--- src/rtl/icm_pkg.sv ---
/*
 * constants, carriers and arithmetic helpers of the interval counter.
 * assumes a 32-bit apb slave wrapper and one 16-bit counter per instance.
 */

package icm_pkg;

	// ****************************************
	// register map
	// ****************************************
	localparam logic [11:0] ICM_CTRL_OFF = 12'h000;
	localparam logic [11:0] ICM_COUNT_OFF = 12'h004;
	localparam logic [11:0] ICM_STATUS_OFF = 12'h008;
	localparam int ICM_BCD_POS = 0;
	localparam int ICM_MODE_LSB = 1;
	localparam int ICM_RW_LSB = 4;

	// ****************************************
	// encodings
	// ****************************************
	localparam logic [1:0] ICM_RW_LATCH = 2'h0;
	localparam logic [1:0] ICM_RW_LSB_ONLY = 2'h1;
	localparam logic [1:0] ICM_RW_MSB_ONLY = 2'h2;
	localparam logic [1:0] ICM_RW_BOTH = 2'h3;
	localparam logic [1:0] ICM_STEP_ONE = 2'h1;
	localparam logic [1:0] ICM_STEP_TWO = 2'h2;
	localparam logic [1:0] ICM_STEP_THREE = 2'h3;
	localparam logic [15:0] ICM_CNT_RST = 16'h0000;
	localparam logic [15:0] ICM_CNT_ONE = 16'h0001;
	localparam logic [7:0] ICM_BYTE_RST = 8'h00;

	typedef enum logic [2:0] {
		ICM_M_TERM = 3'h0,
		ICM_M_ONESHOT = 3'h1,
		ICM_M_RATE = 3'h2,
		ICM_M_SQUARE = 3'h3,
		ICM_M_SWSTB = 3'h4,
		ICM_M_HWSTB = 3'h5
	} icm_mode_type;

	typedef enum logic [0:0] {
		ICM_BYTE_LO = 1'b0,
		ICM_BYTE_HI = 1'b1
	} icm_byte_type;

	typedef struct packed {
		logic [1:0] rw;
		logic [2:0] mode;
		logic bcd;
	} icm_ctrl_type;

	typedef struct packed {
		logic out;
		logic pend;
		icm_ctrl_type ctrl;
	} icm_status_type;

	localparam icm_ctrl_type ICM_CTRL_RST = '{rw: 2'h1, mode: 3'h0, bcd: 1'b0};

	// ****************************************
	// helpers
	// ****************************************
	// modes 6 and 7 alias 2 and 3
	function automatic icm_mode_type icm_norm_mode(input logic [2:0] m);
		return m[1] ? icm_mode_type'({1'b0, m[1:0]}) : icm_mode_type'(m);
	endfunction

	function automatic logic [15:0] icm_bcd_dec1(input logic [15:0] v);
		logic [15:0] r;
		logic brw;
		r = v;
		brw = 1'b1;
		for (int k = 0; k < 4; k++) begin
			if (brw) begin
				if (r[k*4+:4] == 4'h0) begin
					r[k*4+:4] = 4'h9;
				end else begin
					r[k*4+:4] = r[k*4+:4] - 4'h1;
					brw = 1'b0;
				end
			end
		end
		return r;
	endfunction

	// zero wraps to ffff or 9999, so zero acts as the largest count
	function automatic logic [15:0] icm_sub(input logic [15:0] v,
		input logic bcd, input logic [1:0] step);
		logic [15:0] r;
		r = v;
		for (int i = 0; i < 3; i++) begin
			if (2'(i) < step) begin
				r = bcd ? icm_bcd_dec1(r) : r - ICM_CNT_ONE;
			end
		end
		return r;
	endfunction

endpackage

--- src/rtl/icm_pin_sync.sv ---
/*
 * two-flop synchronisers with edge pulses for the counter pins.
 * assumes the pins are asynchronous to pclk and much slower than it.
 */
`timescale 1ns/10ps
module icm_pin_sync (
	input wire logic pclk,
	input wire logic presetn,
	input wire logic [1:0] pin_async,
	output logic [1:0] lvl,
	output logic [1:0] rise,
	output logic [1:0] fall
);
	logic [1:0] meta_q;
	logic [1:0] sync_q;
	logic [1:0] last_q;

	// ****************************************
	// synchroniser
	// ****************************************
	always_ff @(posedge pclk or negedge presetn) begin
		if (!presetn) begin
			meta_q <= 2'h0;
			sync_q <= 2'h0;
			last_q <= 2'h0;
		end else begin
			meta_q <= pin_async;
			sync_q <= meta_q;
			last_q <= sync_q;
		end
	end

	assign lvl = sync_q;
	assign rise = sync_q & ~last_q;
	assign fall = ~sync_q & last_q;
endmodule // icm_pin_sync

--- src/rtl/icm_top.sv ---
/*
 * one 16-bit interval counter with six modes behind an apb slave.
 * assumes counter clock and gate pins far slower than pclk.
 */
`timescale 1ns/10ps
module icm_top (
	input wire logic pclk,
	input wire logic presetn,
	input wire logic psel,
	input wire logic penable,
	input wire logic pwrite,
	input wire logic [11:0] paddr,
	input wire logic [31:0] pwdata,
	output logic [31:0] prdata,
	output logic pready,
	output logic pslverr,
	input wire logic cnt_clk_pin,
	input wire logic gate_pin,
	output logic out_pin
);
	logic [1:0] pin_lvl;
	logic [1:0] pin_rise;
	logic [1:0] pin_fall;
	logic tick;
	logic sample;
	logic gate_lvl;
	logic gate_rise;
	logic gate_fall;

	// ****************************************
	// pin synchronisers
	// ****************************************
	icm_pin_sync u_sync (
		.pclk(pclk),
		.presetn(presetn),
		.pin_async({gate_pin, cnt_clk_pin}),
		.lvl(pin_lvl),
		.rise(pin_rise),
		.fall(pin_fall)
	);

	assign tick = pin_fall[0];
	assign sample = pin_rise[0];
	assign gate_lvl = pin_lvl[1];
	assign gate_rise = pin_rise[1];
	assign gate_fall = pin_fall[1];

	// ****************************************
	// apb decode
	// ****************************************
	logic access;
	logic addr_hit;
	logic wr;
	logic ctrl_wr;
	logic cnt_wr;
	logic first_byte;
	logic final_byte;
	logic [15:0] new_cnt;
	logic [31:0] prdata_q;
	logic [31:0] prdata_d;
	icm_pkg::icm_ctrl_type ctrl_q;
	icm_pkg::icm_ctrl_type ctrl_d;
	icm_pkg::icm_ctrl_type wr_ctrl;
	icm_pkg::icm_byte_type byte_q;
	icm_pkg::icm_byte_type byte_d;
	icm_pkg::icm_mode_type mode;
	icm_pkg::icm_status_type status;
	logic [7:0] lo_q;
	logic [7:0] lo_d;

	assign access = psel & penable;
	assign addr_hit = (paddr == icm_pkg::ICM_CTRL_OFF) |
		(paddr == icm_pkg::ICM_COUNT_OFF) |
		(paddr == icm_pkg::ICM_STATUS_OFF);
	// zero wait states: the read word is caught in the setup cycle
	assign pready = access;
	assign pslverr = access & ~addr_hit;
	assign prdata = prdata_q;
	assign wr = access & pwrite;
	assign wr_ctrl = icm_pkg::icm_ctrl_type'(pwdata[5:0]);
	// latch commands belong to other logic and are ignored here
	assign ctrl_wr = wr & (paddr == icm_pkg::ICM_CTRL_OFF) &
		(wr_ctrl.rw != icm_pkg::ICM_RW_LATCH);
	assign cnt_wr = wr & (paddr == icm_pkg::ICM_COUNT_OFF);
	assign first_byte = cnt_wr & (ctrl_q.rw == icm_pkg::ICM_RW_BOTH) &
		(byte_q == icm_pkg::ICM_BYTE_LO);
	assign final_byte = cnt_wr & ~first_byte;
	assign mode = icm_pkg::icm_norm_mode(ctrl_q.mode);

	always_comb begin
		case (ctrl_q.rw)
			icm_pkg::ICM_RW_LSB_ONLY: new_cnt = {8'h00, pwdata[7:0]};
			icm_pkg::ICM_RW_MSB_ONLY: new_cnt = {pwdata[7:0], 8'h00};
			default: new_cnt = {pwdata[7:0], lo_q};
		endcase
	end

	// ****************************************
	// counter state
	// ****************************************
	logic [15:0] cr_q;
	logic [15:0] cr_d;
	logic [15:0] ce_q;
	logic [15:0] ce_d;
	logic out_q;
	logic out_d;
	logic pend_q;
	logic pend_d;
	logic hold_q;
	logic hold_d;
	logic loaded_q;
	logic loaded_d;
	logic armed_q;
	logic armed_d;
	logic first_q;
	logic first_d;
	logic odd_q;
	logic odd_d;
	logic cr_ok_q;
	logic cr_ok_d;
	logic gate_q;
	logic gate_d;
	logic trig_flag_q;
	logic trig_flag_d;
	logic trig_q;
	logic trig_d;
	logic [1:0] step;
	logic [15:0] nxt;
	logic nxt_zero;

	assign status = '{out: out_q, pend: pend_q, ctrl: ctrl_q};

	always_comb begin
		if (mode == icm_pkg::ICM_M_SQUARE && first_q && odd_q) begin
			step = out_q ? icm_pkg::ICM_STEP_ONE :
				icm_pkg::ICM_STEP_THREE;
		end else if (mode == icm_pkg::ICM_M_SQUARE) begin
			step = icm_pkg::ICM_STEP_TWO;
		end else begin
			step = icm_pkg::ICM_STEP_ONE;
		end
		nxt = icm_pkg::icm_sub(ce_q, ctrl_q.bcd, step);
		nxt_zero = (nxt == icm_pkg::ICM_CNT_RST);
	end

	always_comb begin
		ctrl_d = ctrl_q;
		byte_d = byte_q;
		lo_d = lo_q;
		cr_d = cr_q;
		ce_d = ce_q;
		out_d = out_q;
		pend_d = pend_q;
		hold_d = hold_q;
		loaded_d = loaded_q;
		armed_d = armed_q;
		first_d = first_q;
		odd_d = odd_q;
		cr_ok_d = cr_ok_q;
		gate_d = gate_q;
		trig_flag_d = trig_flag_q;
		trig_d = trig_q;
		// gate sampled on the counter clock's rising edge
		if (sample) begin
			gate_d = gate_lvl;
			trig_d = trig_flag_q;
			trig_flag_d = 1'b0;
		end
		// an edge in the clearing cycle is kept
		if (gate_rise) begin
			trig_flag_d = 1'b1;
		end
		if (tick) begin
			trig_d = 1'b0;
			case (mode)
				icm_pkg::ICM_M_TERM,
				icm_pkg::ICM_M_SWSTB: begin
					if (mode == icm_pkg::ICM_M_SWSTB) begin
						out_d = 1'b1;
					end
					if (pend_q && !hold_q) begin
						ce_d = cr_q;
						pend_d = 1'b0;
						loaded_d = 1'b1;
						armed_d = 1'b1;
					end else if (loaded_q && gate_q && !hold_q) begin
						ce_d = nxt;
						if (nxt_zero && mode == icm_pkg::ICM_M_TERM) begin
							out_d = 1'b1;
						end
						if (nxt_zero && mode == icm_pkg::ICM_M_SWSTB) begin
							out_d = ~armed_q;
							armed_d = 1'b0;
						end
					end
				end
				icm_pkg::ICM_M_ONESHOT: begin
					if (trig_q && cr_ok_q) begin
						ce_d = cr_q;
						pend_d = 1'b0;
						out_d = 1'b0;
						loaded_d = 1'b1;
					end else if (loaded_q) begin
						ce_d = nxt;
						if (nxt_zero) begin
							out_d = 1'b1;
						end
					end
				end
				icm_pkg::ICM_M_HWSTB: begin
					out_d = 1'b1;
					if (trig_q && cr_ok_q) begin
						ce_d = cr_q;
						pend_d = 1'b0;
						armed_d = 1'b1;
						loaded_d = 1'b1;
					end else if (loaded_q) begin
						ce_d = nxt;
						if (nxt_zero) begin
							out_d = ~armed_q;
							armed_d = 1'b0;
						end
					end
				end
				icm_pkg::ICM_M_RATE: begin
					if ((pend_q && !loaded_q) || (trig_q && cr_ok_q)) begin
						ce_d = cr_q;
						pend_d = 1'b0;
						loaded_d = 1'b1;
						out_d = 1'b1;
					end else if (loaded_q && gate_q) begin
						if (ce_q == icm_pkg::ICM_CNT_ONE) begin
							ce_d = cr_q;
							pend_d = 1'b0;
							out_d = 1'b1;
						end else begin
							ce_d = nxt;
							out_d = (nxt != icm_pkg::ICM_CNT_ONE);
						end
					end
				end
				icm_pkg::ICM_M_SQUARE: begin
					if ((pend_q && !loaded_q) || (trig_q && cr_ok_q)) begin
						ce_d = cr_q;
						odd_d = cr_q[0];
						first_d = 1'b1;
						pend_d = 1'b0;
						loaded_d = 1'b1;
						out_d = 1'b1;
					end else if (loaded_q && gate_q) begin
						if (nxt_zero) begin
							ce_d = cr_q;
							odd_d = cr_q[0];
							first_d = 1'b1;
							pend_d = 1'b0;
							out_d = ~out_q;
						end else begin
							ce_d = nxt;
							first_d = 1'b0;
						end
					end
				end
				default: begin
					ce_d = ce_q;
				end
			endcase
		end
		// gate dropping in modes 2 and 3 lifts the output at once
		if (gate_fall && (mode == icm_pkg::ICM_M_RATE ||
			mode == icm_pkg::ICM_M_SQUARE)) begin
			out_d = 1'b1;
		end
		if (first_byte) begin
			lo_d = pwdata[7:0];
			byte_d = icm_pkg::ICM_BYTE_HI;
			if (mode == icm_pkg::ICM_M_TERM) begin
				hold_d = 1'b1;
				out_d = 1'b0;
			end
		end
		if (final_byte) begin
			cr_d = new_cnt;
			cr_ok_d = 1'b1;
			byte_d = icm_pkg::ICM_BYTE_LO;
			hold_d = 1'b0;
			pend_d = 1'b1;
			if (mode == icm_pkg::ICM_M_TERM) begin
				out_d = 1'b0;
			end
		end
		// control word beats everything and needs no counter clock
		if (ctrl_wr) begin
			ctrl_d = wr_ctrl;
			out_d = (icm_pkg::icm_norm_mode(wr_ctrl.mode) !=
				icm_pkg::ICM_M_TERM);
			pend_d = 1'b1;
			byte_d = icm_pkg::ICM_BYTE_LO;
			hold_d = 1'b0;
			loaded_d = 1'b0;
			armed_d = 1'b0;
			first_d = 1'b0;
			cr_ok_d = 1'b0;
			trig_flag_d = 1'b0;
			trig_d = 1'b0;
		end
	end

	always_ff @(posedge pclk or negedge presetn) begin
		if (!presetn) begin
			ctrl_q <= icm_pkg::ICM_CTRL_RST;
			byte_q <= icm_pkg::ICM_BYTE_LO;
			lo_q <= icm_pkg::ICM_BYTE_RST;
			cr_q <= icm_pkg::ICM_CNT_RST;
			ce_q <= icm_pkg::ICM_CNT_RST;
			out_q <= 1'b0;
			pend_q <= 1'b0;
			hold_q <= 1'b0;
			loaded_q <= 1'b0;
			armed_q <= 1'b0;
			first_q <= 1'b0;
			odd_q <= 1'b0;
			cr_ok_q <= 1'b0;
			gate_q <= 1'b0;
			trig_flag_q <= 1'b0;
			trig_q <= 1'b0;
		end else begin
			ctrl_q <= ctrl_d;
			byte_q <= byte_d;
			lo_q <= lo_d;
			cr_q <= cr_d;
			ce_q <= ce_d;
			out_q <= out_d;
			pend_q <= pend_d;
			hold_q <= hold_d;
			loaded_q <= loaded_d;
			armed_q <= armed_d;
			first_q <= first_d;
			odd_q <= odd_d;
			cr_ok_q <= cr_ok_d;
			gate_q <= gate_d;
			trig_flag_q <= trig_flag_d;
			trig_q <= trig_d;
		end
	end

	assign out_pin = out_q;

	// ****************************************
	// read data
	// ****************************************
	always_comb begin
		prdata_d = prdata_q;
		if (psel && !penable && !pwrite) begin
			case (paddr)
				icm_pkg::ICM_CTRL_OFF: prdata_d = {26'h0, ctrl_q};
				icm_pkg::ICM_COUNT_OFF: prdata_d = {16'h0, cr_q};
				icm_pkg::ICM_STATUS_OFF: prdata_d = {ce_q, 8'h00, status};
				default: prdata_d = 32'h0;
			endcase
		end
	end

	always_ff @(posedge pclk or negedge presetn) begin
		if (!presetn) begin
			prdata_q <= 32'h0;
		end else begin
			prdata_q <= prdata_d;
		end
	end
endmodule // icm_top

--- config.mk ---
export PLATFORM = sky130hd
export DESIGN_NAME = icm_top
export DESIGN_NICKNAME = d
export VERILOG_FILES = /design/src/rtl/icm_pkg.sv /design/src/rtl/icm_pin_sync.sv /design/src/rtl/icm_top.sv
export SDC_FILE = /design/constraint.sdc
export NUM_CORES = 1
export LEC_CHECK = 0
export BUFFER_PORTS_ARGS = -buffer_cell sky130_fd_sc_hd__buf_2
export CAP_MARGIN = 20
export CORE_ASPECT_RATIO = 1.4
export CORE_MARGIN = 2
export CORE_UTILIZATION = 40
export DETAILED_ROUTE_END_ITERATION = 8
export GPL_ROUTABILITY_DRIVEN = 1
export HOLD_SLACK_MARGIN = 0.05
export PLACE_DENSITY_LB_ADDON = 0.12
export SYNTH_ARGS = -nofsm -noshare
export SYNTH_HDL_FRONTEND = slang
export SYNTH_SLANG_ARGS = --single-unit
--- constraint.sdc ---
create_clock -name pclk -period 7.75 [get_ports pclk]
set_input_delay 0.3875 -clock pclk [delete_from_list [all_inputs] [get_ports pclk]]
set_output_delay 0.3875 -clock pclk [all_outputs]
set_load 0.05 [all_outputs]
==> flow_summary.ini, run 1 <==
[timing]
post-route-period-util = 0.8618
whs_ns = 0.1392
finClkSkew_ns = 0.009635
hold_viol = 0
fin_tns_setup_ns = 0
relSlewSlack = 0.3107
timing.fmax_ghz = 0.1497
tightestPinTransition_ns = 1.030
period_minus_slack_ns = 6.679
setup_viol = 0
drv_slew = 0
rsz0062_at_grt = no

[global_route]
antenna_found_initial = 0
grt_pass1_vias = 7353
grt_pass1_wl_mm = 41.30
grt_usage = 0.2609
grt_max_degree = 58
grt-ovfl-total = 0

[detailed_routing]
vias = 7716
drt_iter0_markers = 717
ant_nets = 0
drc_errors = 0
viasPerCell = 6.114
wire_per_inst_um = 20.67
routed_wl_mm = 26.08
dr.pass1.iters = 5

[final_layout]
final_cells = 1262
final_cell_mix = 180 x nand2_1, 95 x dfrtp_1, 86 x nor2_1
final_common_cell = nand2_1
post-route-util = 0.4542
fill_cells = 1913
n_antenna_cell = 0
area_growth_pct = 10.82
final-seq-area_um2 = 2404
nNetsFinal = 1080
drive_above_1_share = 0.1434
multi_input_area_um2 = 4878

[pwr]
p_leak_nw = 3.670
finalPower_mw = 2.318
powerDensity_nw_per_um2 = 273.2
vdd_drop_max_mv = 0.1736

[placement]
dp.cells = 1245
place.gp.congestion = 0.8960
io_buffers = 61
dpl.hpwl_mm = 19.45

[die]
io_pins = 86
dieArea_um2 = 20280
die_h_um = 167.7
core-area_um2 = 18680
die_w_um = 120.9
num_rows = 59
start_util = 0.4099

[critical_path]
required_ns = 7.99
crit_fanout = 11
crit_type = reg2reg
cp-start-kind = register
cp.arrival_ns = 6.92
endpoint_kind = register

[clock_network]
max-clock-path-buffers = 2
root_buffer = clkbuf_16
numCtsBuffers = 9
cts_tree = built
clk_pin_slew_worst_paths_ns = 0.07
htree_num_levels = 3
cts.sinks = 96
cts_setup_buffers = 0
clkLatencyLatePin_ns = 0.36

[yosys]
seq_area_frac_synth = 0.3140
ys_seq_elements = 96
synthCells = 986
synthTopCellsByArea = dfrtp_1 31%, nand2_1 8.8%, nor2_1 4.2%, o21ai_0 4.2%, a21oi_1 3.4%
syn-num-nets = 1053
synth-edff-count = 0
synth_area_leader_cell = dfrtp_1
synth_top_area_frac = 0.3106
synth-async-reset-ratio = 1.000
syn_area_um2 = 7655
synth.distinct_cells = 86
syn_avg_cell_area_um2 = 7.764
yosys_warnings = 0
synth_ff_type = dfrtp_1

[hold_path]
hold_path.class = in2reg

[status]
outcome = finished, final reports clean

[flow_run]
cap_viol_max_count = 0
metal layers:
layer  track usage  wire, µm
met1        0.3206     10690
met5             0         0
met3       0.03065      1071
met4        0.1183      1098
met2        0.4524     13220
where the power goes:
| group | internal [mW] | switching (mW) |
|---|---|---|
| combinational | 0.426 | 0.784 |
| sequential | 0.538 | 0.0857 |
| clock | 0.267 | 0.217 |
flip-flops by register name, summed over array words and instances, names as in the netlist, 2 cells and up:
| register | count |
|---|---|
| prdata | 32 |
| ce_q | 16 |
| cr_q | 16 |
| lo_q | 8 |
| ctrl_q | 6 |
| u_sync.last_q | 2 |
| u_sync.lvl | 2 |
| u_sync.meta_q | 2 |
layout make-up:
cell class | count | area share
Multi-Input combinational cell | 796 | 0.5751
Timing Repair Buffer | 82 | 0.05516
Tap cell | 244 | 0.03599
Clock inverter | 6 | 0.009882
Inverter | 28 | 0.01239
Sequential cell | 96 | 0.2833
Clock buffer | 10 | 0.02817
through the flow:
step / setup WS (ns) / cell area (µm²)
floorplan: 1.650 / 7655
finish: 1.071 / 8483
CTS: 1.073 / 8483
global route: 0.4133 / 8483
global placement: 1.180 / 8150
detailed placement: 1.123 / 8150
timing repair:
| item | 4_1_cts | 5_1_grt |
|---|---|---|
| hold buffers | 1 | 0 |
| endpoints found under the hold margin | 38 | 0 |
| resized for setup | 0 | 0 |
synthesized netlist by cell type, types with 12 or more instances:
library cell and instances:
a21oi_1 52, a221oi_1 20, a31oi_1 12, clkbuf_1 55, dfrtp_1 95, ha_1 16
inv_1 27, mux2_2 15, mux2i_1 16, nand2_1 180, nand2b_1 14, nand3_1 47
nor2_1 86, nor3_1 18, nor4_1 14, o21ai_0 64, o31ai_1 17, or2_2 12
xnor2_1 13
cell families (layout without fill, tap and decap cells):
family | after synthesis | after routing | synth area share
DFF | 96 | 96 | 0.3140
muxes | 32 | 32 | 0.04446
and+or+nand+nor | 453 | 453 | 0.2911
adders and majority gates | 16 | 16 | 0.02615
xor gates and xnor gates | 17 | 17 | 0.01945
AOI/OAI and AO/OA | 278 | 278 | 0.2555
buffers and inverters | 94 | 126 | 0.04936
path summary, 6_finish.rpt:
path,start,end,slack [ns],cells after the start
min,gate_pin,u_sync.meta_q[1]$_DFF_PN0_,0.14,1
max reg2reg,ce_q[1]$_DFFE_PN0P_,out_pin$_DFF_PN0_,1.07,24
max,ce_q[1]$_DFFE_PN0P_,out_pin$_DFF_PN0_,1.07,24
min reg2reg,u_sync.meta_q[1]$_DFF_PN0_,u_sync.lvl[1]$_DFF_PN0_,0.35,0
min in group asynchronous,presetn,byte_q$_DFFE_PN0P_,0.54,2
max in group asynchronous,presetn,ce_q[0]$_DFFE_PN0P_,6.05,3
worst max-delay path, cell delays in order (launching register included):
cell and delay (ns):
dfrtp_1 0.47, inv_1 0.17, ha_1 0.20, nor4bb_1 0.56
or2_2 0.23, ha_1 0.26, nand2_1 0.11, nor2_1 0.27
o21a_1 0.38, a31oi_1 0.15, or4b_1 0.62, nor4_4 0.29
or4b_4 0.54, o31a_1 0.30, and4bb_1 0.28, nand4_1 0.11
buf_4 0.22, ha_1 0.28, a21oi_1 0.14, a21oi_1 0.06
o31ai_1 0.23, o211ai_1 0.13, a221oi_1 0.23, o211ai_1 0.13
a22o_1 0.20
Power figures use the tool's default switching activity.
==> inputs of run 2 (changes only) <==
--- a/config.mk
+++ b/config.mk
@@ -7,7 +7,7 @@
 export LEC_CHECK = 0
 export BUFFER_PORTS_ARGS = -buffer_cell sky130_fd_sc_hd__buf_2
 export CAP_MARGIN = 20
-export CORE_ASPECT_RATIO = 1.4
+export CORE_ASPECT_RATIO = 1.1
 export CORE_MARGIN = 2
 export CORE_UTILIZATION = 40
 export DETAILED_ROUTE_END_ITERATION = 8
==> run 2 against run 1 <==
Net effect: critical path depth down 1; worst setup slack better by 0.055 ns; die area about the same; maximum frequency up 0.84%; clock power down 5.4%; routed wire length down 2.9%; worst hold slack worse by 0.012 ns; via count down 1.4%.
==> flow_summary.ini, run 2 (synthesized netlist as in run 1, its figures left out) <==
[status]
outcome = finished, final reports clean

[die]
io_pins = 86
core-area_um2 = 18970
num_rows = 53
die_h_um = 149.1
start_util = 0.4036
die_w_um = 135.9
dieArea_um2 = 20260

[pwr]
power_frac_clock = 0.202
netSwitchingFraction = 0.4774
p_leak_nw = 3.632
powerDensity_nw_per_um2 = 269.5
switching_power_mw = 1.086
vdd_drop_max_mv = 0.1418
combPwrFrac = 0.519
p_seq_frac = 0.280
p_int_mw = 1.188

[final_layout]
largest_reg_flops = 32
final_cell_mix = 180 x nand2_1, 95 x dfrtp_1, 86 x nor2_1
area_growth_pct = 10.23
n_antenna_cell = 0
post-route-util = 0.4449
nNetsFinal = 1076
final_common_cell = nand2_1
drive_above_1_share = 0.1400
fill_cells = 1951
fin_area_um2 = 8438

[clock_network]
root_buffer = clkbuf_16
clk_pin_slew_worst_paths_ns = 0.08
cts_tree = built
cts_resized = 0
clkLatencyLatePin_ns = 0.37
max-clock-path-buffers = 2
numCtsBuffers = 9
cts.sinks = 96
htree_num_levels = 3
cts_setup_buffers = 0

[timing]
finClkSkew_ns = 0.01136
tightestPinTransition_ns = 1.038
setup_slack_ns = 1.126
hold_viol = 0
relSlewSlack = 0.3053
setup_viol = 0
timing.fmax_ghz = 0.1510
post-route-period-util = 0.8547
rsz0062_at_grt = no
drv_slew = 0
whs_ns = 0.1274
period_minus_slack_ns = 6.624
fin_tns_setup_ns = 0

[critical_path]
cp.arrival_ns = 6.89
crit_fanout = 9
worstReg2RegEnd = out_pin$_DFF_PN0_
regToRegSetupSlack_ns = 1.13
r2r_start = ce_q[1]$_DFFE_PN0P_
r2r_cells = 23
required_ns = 8.01
endpoint_kind = register
cp-start-kind = register
crit_type = reg2reg

[global_route]
grt_pass1_wl_mm = 39.96
grt_pass1_vias = 7041
grt_usage = 0.2531
antenna_found_initial = 0
grt-ovfl-total = 0
grt_max_degree = 71

[detailed_routing]
wire_per_inst_um = 20.09
dr.pass1.iters = 5
routed_wl_mm = 25.33
drt_iter0_markers = 633
vias = 7607
viasPerCell = 6.033
drc_errors = 0
ant_nets = 0

[hold_path]
hold_path_end = u_sync.meta_q[0]$_DFF_PN0_
hold_path.class = in2reg
hold_path_depth = 1
min_from = cnt_clk_pin

[flow_run]
cap_viol_max_count = 0

[placement]
dpl.hpwl_mm = 18.81
place.gp.congestion = 0.8883
post-place-ws_ns = 1.185
io_buffers = 61
dpl_cell_area_um2 = 8124
[run 2: cell types whose count changed in the layout (fill, tap and decap cells not counted), sizes merged]
cell	previous run	this run
clkinvlp	0	2
clkinv	3	4
inv	30	29
buf	81	77
clkbuf	10	9
bufinv	1	0
[run 2: metal layers]
metal  track usage  part of all wire
met5             0                 0
met4       0.09792             0.034
met3       0.03228             0.042
met1        0.3467              0.45
met2        0.4066              0.47
[run 2: cell type report]
class                           count  area [µm²]  share of cell area
Multi-Input combinational cell    796        4878              0.5781
Clock buffer                        9       225.2             0.02669
Clock inverter                      7       78.83            0.009342
Timing Repair Buffer               78       437.9             0.05190
Inverter                           28       105.1             0.01246
Tap cell                          247       309.0             0.03663
Sequential cell                    96        2404              0.2848
[run 2: stage by stage]
step,cells,power (mW)
2_1_floorplan,986,1.484
4_1_cts,1261,2.274
5_1_grt,1261,2.437
3_5_place_dp,1244,1.805
6_report,1261,2.274
3_3_place_gp,1244,1.801
[run 2: worst max path at each step]
stage / from / end / slack (ns) / cells past startpoint
floorplan: ce_q[0]$_DFFE_PN0P_ / out_pin$_DFF_PN0_ / 1.65 / 26
global placement: ce_q[0]$_DFFE_PN0P_ / out_pin$_DFF_PN0_ / 1.28 / 24
detailed placement: ce_q[1]$_DFFE_PN0P_ / out_pin$_DFF_PN0_ / 1.19 / 23
CTS: ce_q[0]$_DFFE_PN0P_ / out_pin$_DFF_PN0_ / 1.19 / 24
global route: ce_q[1]$_DFFE_PN0P_ / out_pin$_DFF_PN0_ / 0.61 / 27
finish: ce_q[1]$_DFFE_PN0P_ / out_pin$_DFF_PN0_ / 1.13 / 23
[run 2: power groups by stage]
stage               clock (mW)  sequential [mW]  combinational (mW)
detailed placement           0            0.644                1.16
CTS                      0.473            0.634                1.17
finish                   0.458            0.636                1.18
global placement             0            0.644                1.16
floorplan                    0            0.598               0.886
global route             0.489            0.643                1.30
[run 2: repair_timing]
| action | CTS | global route |
|---|---|---|
| hold buffers | 1 | 0 |
| hold endpoints to repair | 26 | 0 |
| endpoints found under the setup margin | 0 | 0 |
[run 2: worst max-delay path, stage by stage (launching register included)]
cell	delay (ns)
dfrtp_1	0.46
inv_1	0.16
ha_1	0.18
nor4bb_1	0.64
or2_2	0.24
ha_1	0.25
nand2_1	0.13
nor2_1	0.25
o21a_1	0.38
a31oi_1	0.16
or4b_1	0.62
nor4_4	0.28
or4b_4	0.55
o31a_1	0.30
and4bb_1	0.29
nand4_1	0.18
ha_1	0.33
a21oi_1	0.14
a21oi_1	0.05
o31ai_1	0.23
o211ai_1	0.12
a221oi_1	0.23
o211ai_1	0.13
a22o_1	0.20
